--- config.mk ---
export PLATFORM = sky130hd
export DESIGN_NAME = clf_local_failure
export DESIGN_NICKNAME = d
export VERILOG_FILES = /design/src/rtl/clf_stable_filter.v /design/src/rtl/clf_local_failure.v
export VERILOG_INCLUDE_DIRS = /design/src /design/src/rtl
export SDC_FILE = /design/constraint.sdc
export NUM_CORES = 1
export LEC_CHECK = 0
export BUFFER_PORTS_ARGS = -buffer_cell sky130_fd_sc_hd__buf_2
export CAP_MARGIN = 20
export CORE_ASPECT_RATIO = 0.8
export CORE_MARGIN = 2
export CORE_UTILIZATION = 52
export CTS_CLUSTER_SIZE = 24
export DETAILED_ROUTE_END_ITERATION = 7
export GPL_ROUTABILITY_DRIVEN = 0
export PLACE_DENSITY = 0.75
export SETUP_SLACK_MARGIN = 0.05
export SLEW_MARGIN = 10
export SYNTH_ARGS = -nofsm -noshare
export SYNTH_HDL_FRONTEND = slang
export SYNTH_SLANG_ARGS = --single-unit
--- constraint.sdc ---
create_clock -name pclk -period 1.84 [get_ports pclk]
set_input_delay 0.184 -clock pclk [delete_from_list [all_inputs] [get_ports pclk]]
set_output_delay 0.184 -clock pclk [all_outputs]
set_load 0.01 [all_outputs]
--- src/rtl/clf_regs.vh ---
// Constants of the CAN local failure and wake supervision block.
// Assumes a 200 MHz pclk and a 32-bit APB register bus.
`ifndef CLF_REGS_VH
`define CLF_REGS_VH

// Clock period in nanoseconds.
`define CLF_CLK_NS 5

// Times in nanoseconds, plain defaults.
`define CLF_TXD_TO_NS 2000000
`define CLF_BUS_TO_NS 2000000
`define CLF_FLTR_NS 500
`define CLF_WAKE_NS 50000

// Derived cycle counts.
`define CLF_TXD_TO_CYC (`CLF_TXD_TO_NS / `CLF_CLK_NS)
`define CLF_BUS_TO_CYC (`CLF_BUS_TO_NS / `CLF_CLK_NS)
`define CLF_FLTR_CYC (`CLF_FLTR_NS / `CLF_CLK_NS)
`define CLF_WAKE_CYC (`CLF_WAKE_NS / `CLF_CLK_NS)

// Register byte offsets.
`define CLF_OFS_CTRL 8'h00
`define CLF_OFS_STATUS 8'h04
`define CLF_OFS_EVENT 8'h08

// Control fields.
`define CLF_CTRL_TX_ALLOW 0
`define CLF_CTRL_WAKE_EN 1
`define CLF_CTRL_RST 2'h3

// Status fields.
`define CLF_ST_LF 0
`define CLF_ST_TXD 1
`define CLF_ST_SHORT 2
`define CLF_ST_BUS 3
`define CLF_ST_OT 4
`define CLF_ST_TXEN 5
`define CLF_ST_NORMAL 6
`define CLF_ST_LISTEN 7
`define CLF_ST_WAKELVL 8

// Event fields, write one to clear.
`define CLF_EV_WAKE 0

`endif

--- src/rtl/clf_stable_filter.v ---
// Level filter: the output takes a new input level only after it stood for TERM cycles.
// Assumes the input is synchronous to clk.
`timescale 1ns/1ps
`default_nettype none
module clf_stable_filter #(
  parameter CNT_W = 16,
  parameter [CNT_W-1:0] TERM = 16'h0064,
  parameter RST_VAL = 1'b0
) (
  // Clock and reset.
  input wire clk,
  input wire rst_n,
  // Level in and settled level out.
  input wire d,
  output reg q_q,
  output reg changed_q
);

  reg [CNT_W-1:0] cnt_q;

  always @(posedge clk or negedge rst_n) begin
    if (!rst_n) begin
      q_q <= RST_VAL;
      cnt_q <= {CNT_W{1'b0}};
      changed_q <= 1'b0;
    end else begin
      changed_q <= 1'b0;
      if (d == q_q) begin
        cnt_q <= {CNT_W{1'b0}};
      end else if (cnt_q >= TERM - 1'b1) begin
        q_q <= d;
        cnt_q <= {CNT_W{1'b0}};
        changed_q <= 1'b1;
      end else begin
        cnt_q <= cnt_q + 1'b1;
      end
    end
  end

endmodule // clf_stable_filter
`default_nettype wire

--- src/rtl/clf_local_failure.v ---
// Local failure supervision, mode input filtering and local wake detection.
// Assumes all pin inputs are synchronous to pclk; registers sit on APB.
//
// Operation
// RULE_01: In Normal or Listen-only, any of four local failures sets the flag.
// RULE_02: Error output shows the local failure flag only in Listen-only entered from Normal.
// RULE_03: Power-on flag set clears the local failure flag.
// RULE_04: With all failures resolved, entering Normal clears the flag.
// RULE_05: With all failures resolved, receive dominant while transmit recessive clears it.
// RULE_06: A falling edge on transmit data restarts the transmit-dominant timer.
// RULE_07: Transmit low beyond timeout disables the transmitter and sets the flag.
// RULE_08: After transmit timeout or short, transmitter stays off until flag cleared.
// RULE_09: Transmit data high resets the transmit-dominant timer.
// RULE_10: A transmit-to-receive short disables the transmitter and sets the flag.
// RULE_11: Bus dominant beyond bus timeout sets the flag.
// RULE_12: A bus-dominant failure leaves the transmitter enabled.
// RULE_13: Bus back to recessive clears a flag set only by bus-dominant failure.
// RULE_14: Overtemperature turns drivers off until thermal release and flag cleared.
// RULE_15: Mode input pulses shorter than the filter time are suppressed.
// RULE_16: A wake pin change stable for the wake time registers a local wake.
// RULE_17: A wake pin level not stable for the wake time registers nothing.
// RULE_18: After the wake delay the wake bias follows the settled level.
// RULE_19: Error output low means flag set, high means not set.
// RULE_20: All four times are counters of the clock with parameter terminal counts.
`timescale 1ns/1ps
`default_nettype none
`include "clf_regs.vh"
module clf_local_failure #(
  parameter TXD_TO_CYC = `CLF_TXD_TO_CYC,
  parameter BUS_TO_CYC = `CLF_BUS_TO_CYC,
  parameter FLTR_CYC = `CLF_FLTR_CYC,
  parameter WAKE_CYC = `CLF_WAKE_CYC
) (
  // Clock and reset.
  input wire pclk,
  input wire presetn,
  // APB slave.
  input wire psel,
  input wire penable,
  input wire pwrite,
  input wire [7:0] paddr,
  input wire [31:0] pwdata,
  output reg [31:0] prdata,
  output reg pready,
  output reg pslverr,
  // Host side pins.
  input wire txd,
  input wire rxd_pin,
  output reg rxd,
  output reg err_n,
  input wire standby_select_n,
  input wire enable,
  // Bus side and analog status.
  input wire bus_dominant,
  output reg tx_enable,
  input wire pwon,
  input wire thermal_shutdown_temp,
  input wire thermal_release_temp,
  // Wake pin.
  input wire wake_pin,
  output reg wake_pullup,
  output reg local_wake
);

  ////////////////////////////////////////////////////////////////////////////////
  // Mode inputs and mode tracking.

  localparam MODE_STBY = 2'b00;
  localparam MODE_NORMAL = 2'b01;
  localparam MODE_LISTEN = 2'b10;

  wire stb_f;
  wire en_f;
  wire wake_f;
  wire wake_chg;
  reg [1:0] mode;
  reg [1:0] mode_q;
  reg lo_from_norm_q;

  clf_stable_filter #(
    .CNT_W(32),
    .TERM(FLTR_CYC),
    .RST_VAL(1'b0)
  ) u_stb_fltr (
    .clk(pclk),
    .rst_n(presetn),
    .d(standby_select_n),
    .q_q(stb_f),
    .changed_q()
  ); // [RULE_15] [RULE_20]

  clf_stable_filter #(
    .CNT_W(32),
    .TERM(FLTR_CYC),
    .RST_VAL(1'b0)
  ) u_en_fltr (
    .clk(pclk),
    .rst_n(presetn),
    .d(enable),
    .q_q(en_f),
    .changed_q()
  ); // [RULE_15] [RULE_20]

  // Standby unless the select input is high; enable then picks Normal over Listen-only.
  always @* begin
    if (stb_f && en_f) begin
      mode = MODE_NORMAL;
    end else if (stb_f) begin
      mode = MODE_LISTEN;
    end else begin
      mode = MODE_STBY;
    end
  end

  // Entering Normal is a one-cycle pulse; with all failures resolved it clears the flag.
  wire in_normal = (mode == MODE_NORMAL);
  wire in_listen = (mode == MODE_LISTEN);
  wire active = in_normal || in_listen;
  wire enter_normal = in_normal && (mode_q != MODE_NORMAL);

  always @(posedge pclk or negedge presetn) begin
    if (!presetn) begin
      mode_q <= MODE_STBY;
      lo_from_norm_q <= 1'b0;
    end else begin
      mode_q <= mode;
      case (mode)
        MODE_NORMAL: lo_from_norm_q <= 1'b1;
        MODE_LISTEN: lo_from_norm_q <= lo_from_norm_q;
        default: lo_from_norm_q <= 1'b0;
      endcase
    end
  end

  ////////////////////////////////////////////////////////////////////////////////
  // Dominant timers.

  // Both counters stop at their terminal count, so a very long dominant phase cannot
  // wrap around and hide a timeout that is still pending.
  reg [31:0] txd_cnt_q;
  reg [31:0] bus_cnt_q;
  reg txd_q;
  wire txd_to = (txd_cnt_q >= TXD_TO_CYC);
  wire bus_to = (bus_cnt_q >= BUS_TO_CYC);

  always @(posedge pclk or negedge presetn) begin
    if (!presetn) begin
      txd_q <= 1'b1;
      txd_cnt_q <= 32'h00000000;
      bus_cnt_q <= 32'h00000000;
    end else begin
      txd_q <= txd;
      if (txd) begin
        txd_cnt_q <= 32'h00000000; // [RULE_09]
      end else if (txd_q) begin
        txd_cnt_q <= 32'h00000001; // [RULE_06]
      end else if (!txd_to) begin
        txd_cnt_q <= txd_cnt_q + 32'h00000001; // [RULE_20]
      end
      if (!bus_dominant) begin
        bus_cnt_q <= 32'h00000000;
      end else if (!bus_to) begin
        bus_cnt_q <= bus_cnt_q + 32'h00000001; // [RULE_20]
      end
    end
  end

  ////////////////////////////////////////////////////////////////////////////////
  // Local failure causes and flag.

  reg fail_txd_q;
  reg fail_short_q;
  reg fail_bus_q;
  reg fail_ot_q;
  reg ot_hold_q;
  reg txd_seen_high_q;
  reg [1:0] ctrl_q;

  // The RXD pin is read back: low while we drive it recessive and TXD is low means a short.
  wire short_det = rxd && !rxd_pin && !txd;
  wire lf = fail_txd_q || fail_short_q || fail_bus_q || fail_ot_q;
  // A failure counts as resolved only while none of its causes is still present.
  wire resolved = txd && !short_det && !bus_to && !thermal_shutdown_temp;
  wire rxd_dom_txd_rec = !rxd && txd;
  wire clr_all = pwon || (resolved && (enter_normal || rxd_dom_txd_rec)); // [RULE_03] [RULE_04] [RULE_05]
  wire clr_bus = !bus_dominant && !fail_txd_q && !fail_short_q && !fail_ot_q; // [RULE_13]

  wire set_txd = active && txd_to; // [RULE_07]
  wire set_short = active && short_det; // [RULE_10]
  wire set_bus = active && bus_to; // [RULE_11]
  wire set_ot = active && thermal_shutdown_temp;

  always @(posedge pclk or negedge presetn) begin
    if (!presetn) begin
      fail_txd_q <= 1'b0;
      fail_short_q <= 1'b0;
      fail_bus_q <= 1'b0;
      fail_ot_q <= 1'b0;
    end else begin
      // A failure that is still present wins over a clear in the same cycle.
      fail_txd_q <= (fail_txd_q && !clr_all) || set_txd; // [RULE_01]
      fail_short_q <= (fail_short_q && !clr_all) || set_short; // [RULE_01]
      fail_bus_q <= (fail_bus_q && !clr_all && !clr_bus) || set_bus; // [RULE_01]
      fail_ot_q <= (fail_ot_q && !clr_all) || set_ot; // [RULE_01]
    end
  end

  // The overtemperature hold outlives the failure bit: the drivers stay off until the
  // release indication is seen and the flag has been cleared.
  always @(posedge pclk or negedge presetn) begin
    if (!presetn) begin
      ot_hold_q <= 1'b0;
    end else if (thermal_shutdown_temp) begin
      ot_hold_q <= 1'b1;
    end else if (thermal_release_temp && !fail_ot_q) begin
      ot_hold_q <= 1'b0; // [RULE_14]
    end
  end

  // TXD must be seen high once in Normal mode before the first transmission.
  always @(posedge pclk or negedge presetn) begin
    if (!presetn) begin
      txd_seen_high_q <= 1'b0;
    end else if (!in_normal) begin
      txd_seen_high_q <= 1'b0;
    end else if (txd) begin
      txd_seen_high_q <= 1'b1;
    end
  end

  ////////////////////////////////////////////////////////////////////////////////
  // Pin outputs.

  // A bus-dominant failure is left out on purpose: the transmitter stays usable.
  wire tx_block = fail_txd_q || fail_short_q || set_txd || set_short; // [RULE_08] [RULE_12]
  wire drv_off = ot_hold_q || thermal_shutdown_temp; // [RULE_14]

  always @(posedge pclk or negedge presetn) begin
    if (!presetn) begin
      tx_enable <= 1'b0;
      rxd <= 1'b1;
      err_n <= 1'b1;
    end else begin
      tx_enable <= in_normal && txd_seen_high_q && !tx_block && !drv_off
        && ctrl_q[`CLF_CTRL_TX_ALLOW]; // [RULE_07] [RULE_10]
      rxd <= !bus_dominant;
      if (in_listen && lo_from_norm_q) begin
        err_n <= !lf; // [RULE_02] [RULE_19]
      end else begin
        err_n <= 1'b1;
      end
    end
  end

  ////////////////////////////////////////////////////////////////////////////////
  // Wake pin.

  // The wake level passes the same settling filter as the mode inputs.
  reg wake_ev_q;
  reg wake_lvl_init_q;

  clf_stable_filter #(
    .CNT_W(32),
    .TERM(WAKE_CYC),
    .RST_VAL(1'b0)
  ) u_wake_fltr (
    .clk(pclk),
    .rst_n(presetn),
    .d(wake_pin),
    .q_q(wake_f),
    .changed_q(wake_chg)
  ); // [RULE_16] [RULE_17] [RULE_20]

  // A settled change of the wake level is reported only while wake reports are enabled.
  wire wake_hit = wake_chg && ctrl_q[`CLF_CTRL_WAKE_EN];
  // Writing one to the event bit clears it, but a wake in the same cycle wins.
  wire ev_wr = psel && penable && pready && pwrite && (paddr == `CLF_OFS_EVENT);

  always @(posedge pclk or negedge presetn) begin
    if (!presetn) begin
      wake_pullup <= 1'b0;
      local_wake <= 1'b0;
      wake_ev_q <= 1'b0;
      wake_lvl_init_q <= 1'b0;
    end else begin
      wake_lvl_init_q <= 1'b1;
      wake_pullup <= wake_f; // [RULE_18]
      local_wake <= wake_hit && wake_lvl_init_q; // [RULE_16]
      wake_ev_q <= (wake_ev_q && !(ev_wr && pwdata[`CLF_EV_WAKE])) || (wake_hit && wake_lvl_init_q);
    end
  end

  ////////////////////////////////////////////////////////////////////////////////
  // APB slave: one wait state per transfer.

  function mapped;
    input [7:0] a;
    begin
      mapped = (a == `CLF_OFS_CTRL) || (a == `CLF_OFS_STATUS) || (a == `CLF_OFS_EVENT);
    end
  endfunction

  // Read data is captured in the first access cycle so that it stands with pready.
  reg [31:0] rd_d;

  always @* begin
    rd_d = 32'h00000000;
    case (paddr)
      `CLF_OFS_CTRL: rd_d[1:0] = ctrl_q;
      `CLF_OFS_STATUS: begin
        rd_d[`CLF_ST_LF] = lf;
        rd_d[`CLF_ST_TXD] = fail_txd_q;
        rd_d[`CLF_ST_SHORT] = fail_short_q;
        rd_d[`CLF_ST_BUS] = fail_bus_q;
        rd_d[`CLF_ST_OT] = fail_ot_q;
        rd_d[`CLF_ST_TXEN] = tx_enable;
        rd_d[`CLF_ST_NORMAL] = in_normal;
        rd_d[`CLF_ST_LISTEN] = in_listen;
        rd_d[`CLF_ST_WAKELVL] = wake_f;
      end
      `CLF_OFS_EVENT: rd_d[`CLF_EV_WAKE] = wake_ev_q;
      default: rd_d = 32'h00000000;
    endcase
  end

  always @(posedge pclk or negedge presetn) begin
    if (!presetn) begin
      pready <= 1'b0;
      pslverr <= 1'b0;
      prdata <= 32'h00000000;
      ctrl_q <= `CLF_CTRL_RST;
    end else begin
      pready <= psel && penable && !pready;
      pslverr <= psel && penable && !pready && !mapped(paddr);
      if (psel && penable && !pready && !pwrite) begin
        prdata <= rd_d;
      end
      if (psel && penable && pready && pwrite && (paddr == `CLF_OFS_CTRL)) begin
        ctrl_q <= pwdata[1:0];
      end
    end
  end

endmodule // clf_local_failure
`default_nettype wire

==> metrics.md <==
| Metric | Value |
|---|---|
| Status | finished, violations left |
| Failing checks | negative setup slack |
| Via density per instance | 5.315 |
| Initial antenna violation count | 0 |
| Crit Path Class | flop to flop |
| Arr. time, crit path | 2280 ps |
| DRT antenna net count | 0 |
| First-pass GRT wire length | 26050 um |
| Placement Setup Slack | -199.6 ps |
| DIE WIDTH | 140.3 um |
| H-Tree Depth | 4 |
| TritonCTS clock tree | built |
| Worst path required time | 2180 ps |
| Finished Layout Cells | 1029 |
| Initial core utilization | 53.70% |
| Nets | 893 |
| Placed insts | 976 |
| Final worst slack | -100.5 ps |
| Num CTS Buffers | 17 |
| IO Pins | 93 |
| Post-synth EDFFs | 0 |
| Element type at the critical path end | flop |
| Hold path start | thermal_shutdown_temp |
| Largest net degree at the start of global routing | 64 |
| Ys flop type | dfrtp_1 |
| Clk Latency, worst-skew pair | 430 ps |
| Critical path launch point type | flop |
| Final Critical Period | 1941 ps |
| WHS Path Cells | 2 |
| Area of the multi-input gates | 3321 um2 |
| Std-Cell Rows | 39 |
| Netlist cell types | 54 |
| Vias in the first global route | 5619 |
| GRT Resource Usage Total | 20.83% |
| Vias | 5469 |
| WHS Endpoint | fail_ot_q |
| CTS clk-pin slew, worst paths | 70 ps |
| Synth warn | 0 |
| Slew @ Worst Pin | 559.8 ps |
| Cell area after synthesis | 7730 um2 |
| Drt total wl | 16210 um |
| Filler cell count | 962 |
| Post-Layout Inst Area | 9916 um2 |
| Most frequent cells in the layout | dfrtp_1 (189), conb_1 (92), nor2_1 (48) |
| Gate Count Post-Synth | 655 |
| Pleak | 4.451 nW |
| R2r setup slk | -100 ps |
| Max_cap viols | 0 |
| # diodes | 0 |
| Hold Crit Class | input pin to flop |
| Worst r2r path cells | 5 |
| Longest Clk Path Bufs | 2 |
| Layout area overhead | 28.28% |
| Post-Syn Area per Cell | 11.80 um2 |
| Residual DRC | 0 |
| # port buffers | 39 |
| Sequential area share after synthesis | 62.88% |
| Post-synthesis async set-or-reset flop share | 100.0% |
| Register bit count reported by yosys | 194 |
| WL/cell | 15.75 um |
| Peak supply drop | 804.4 uV |
| TritonCTS Sinks | 194 |
| Share of cells above drive strength 1 | 26.04% |
| Clock Skews | 10.17 ps |
| Setup violators final | 10 |
| Gr ovfl total | 0 |
| Final hold vios | 0 |
| Die area | 15860 um2 |
| Critical R2R Launch | bus_cnt_q[3] |
| Crit Reg-Reg Endpoint | bus_cnt_q[15] |
| Root Buffer | clkbuf_16 |
| DP Area | 8691 um2 |
| Commonest non-fill, non-tap cell in the layout | dfrtp_1 |
| Crit-path max FO | 8 |
| Slew Limit Fails | 0 |
| Pre-antenna DRT Iters | 5 |
| Pwr/cell area | 843.1 nW/um2 |
| Drt first-iter violations | 433 |
| Period utilization | 105.5% |
| Placeable Area | 14400 um2 |
| RSZ-0062 raised after global routing | true |
| Rel. slew slack | 62.45% |
| Post-DP HPWL | 9929 um |
| Max Clk Rate | 0.5153 GHz |
| Die height | 113.1 um |
| Register area | 4861 um2 |
==> area by class of cell <==
type	instances	area share (%)
clock buffers	20	4.505
clock inverters	12	1.375
inverters	22	0.8328
multi-input cells	491	33.49
flip-flops and latches	194	49.02
well taps	184	2.322
repair buffers	106	8.454
==> layer usage <==
layer | share of wire [%] | vias to the layer above | track usage, % | wire [um]
li1 | - | 2549 | - | -
met1 | 42 | 2741 | 25.78 | 6732
met2 | 52 | 140 | 34.93 | 8403
met3 | 4.2 | 39 | 5.501 | 680
met4 | 2.4 | 0 | 9.158 | 395
met5 | 0 | - | 0 | 0
==> registers in the layout, summed over array words and instances (netlist names), 2 cells and up <==
name               cells
u_stb_fltr.cnt_q      32
u_wake_fltr.cnt_q     32
prdata                 9
ctrl_q                 2
txd_cnt_q             32
bus_cnt_q             32
u_en_fltr.cnt_q       32
mode_q                 2
==> per-stage QoR <==
step	total power, mW	hold WS (ps)	util (%)	setup TNS (ps)
2_1_floorplan	4.659	-111.6	-	0
3_3_place_gp	4.792	200.8	60.37	-991.1
3_5_place_dp	4.813	223.2	60.37	-1775
4_1_cts	8.410	3.586	66.60	-568.5
5_1_grt	8.686	5.044	68.88	-2200
6_report	8.360	20.33	68.88	-570.3
==> synth_stat cells, types with 3 or more instances <==
| cell type | number | share of area, % |
|---|---|---|
| dfrtp_1 | 189 | 61 |
| nor2_1 | 56 | 2.7 |
| nand2_1 | 40 | 1.9 |
| nand3_1 | 33 | 2.1 |
| nor4_1 | 28 | 2.3 |
| and2_1 | 27 | 2.2 |
| buf_4 | 23 | 2.2 |
| inv_1 | 21 | 1.0 |
| a21oi_1 | 20 | 1.3 |
| xnor2_1 | 20 | 2.3 |
| nor3_1 | 17 | 1.1 |
| or4_1 | 15 | 1.5 |
| clkbuf_1 | 14 | 0.68 |
| o31ai_1 | 14 | 1.4 |
| and3_1 | 12 | 0.97 |
| xor2_1 | 12 | 1.4 |
| a22o_1 | 11 | 1.2 |
| nand4_1 | 11 | 0.89 |
| mux2i_1 | 10 | 1.3 |
| or3_1 | 10 | 0.81 |
| ha_1 | 7 | 1.1 |
| dfstp_2 | 5 | 1.7 |
| mux2_2 | 5 | 0.73 |
| o21a_1 | 5 | 0.49 |
| o21ai_0 | 5 | 0.32 |
| a21o_1 | 4 | 0.39 |
| and4_1 | 4 | 0.45 |
| a211oi_1 | 3 | 0.29 |
==> critical path, stage by stage, from the launching register on <==
cell     delay [ps]
dfrtp_1         420
and4_1          240
nand3_1         200
or2_1           390
or4_4           450
a21oi_2         150
==> report_power, final <==
group          switching, mW  leakage, nW  internal (mW)  total (mW)
Combinational          0.230         1.67          0.103       0.333
Sequential            0.0521         2.51           4.37        4.43
Clock                   1.56        0.276           2.04        3.60
Total                   1.84         4.45           6.52        8.36
==> logic make-up after synthesis <==
| logic type | Yosys count | share of synthesized area [%] |
|---|---|---|
| AO/OA/AOI/OAI | 79 | 7.478 |
| XOR/XNOR | 32 | 3.626 |
| adder cells (fa/ha/maj) | 7 | 1.133 |
| buffers and inverters | 61 | 4.192 |
| flip-flops | 194 | 62.88 |
| multiplexers | 15 | 2.023 |
| other | 2 | 0.09716 |
| AND/OR/NAND/NOR | 265 | 18.57 |
==> how the worst max path moves through the flow <==
| stage | end | cells past startpoint | slack (ps) | startpoint |
|---|---|---|---|---|
| 3_5_place_dp | bus_cnt_q[8] | 7 | -200 | bus_cnt_q[16] |
| 3_3_place_gp | bus_cnt_q[13] | 5 | -140 | bus_cnt_q[16] |
| 2_1_floorplan | bus_cnt_q[9] | 5 | 40 | bus_cnt_q[29] |
| 5_1_grt | bus_cnt_q[15] | 5 | -170 | bus_cnt_q[20] |
| 4_1_cts | bus_cnt_q[15] | 5 | -80 | bus_cnt_q[13] |
| 6_report | bus_cnt_q[15] | 5 | -100 | bus_cnt_q[3] |
==> what timing repair did <==
action,4_1_cts,5_1_grt
hold buffers,5,0
resized for setup,39,56
gates cloned,2,2
setup endpoints to repair,38,63
hold endpoints to repair,63,0
buffers inserted,5,7
pin swaps,23,30
No activity file was read; power rests on OpenSTA's default activity.
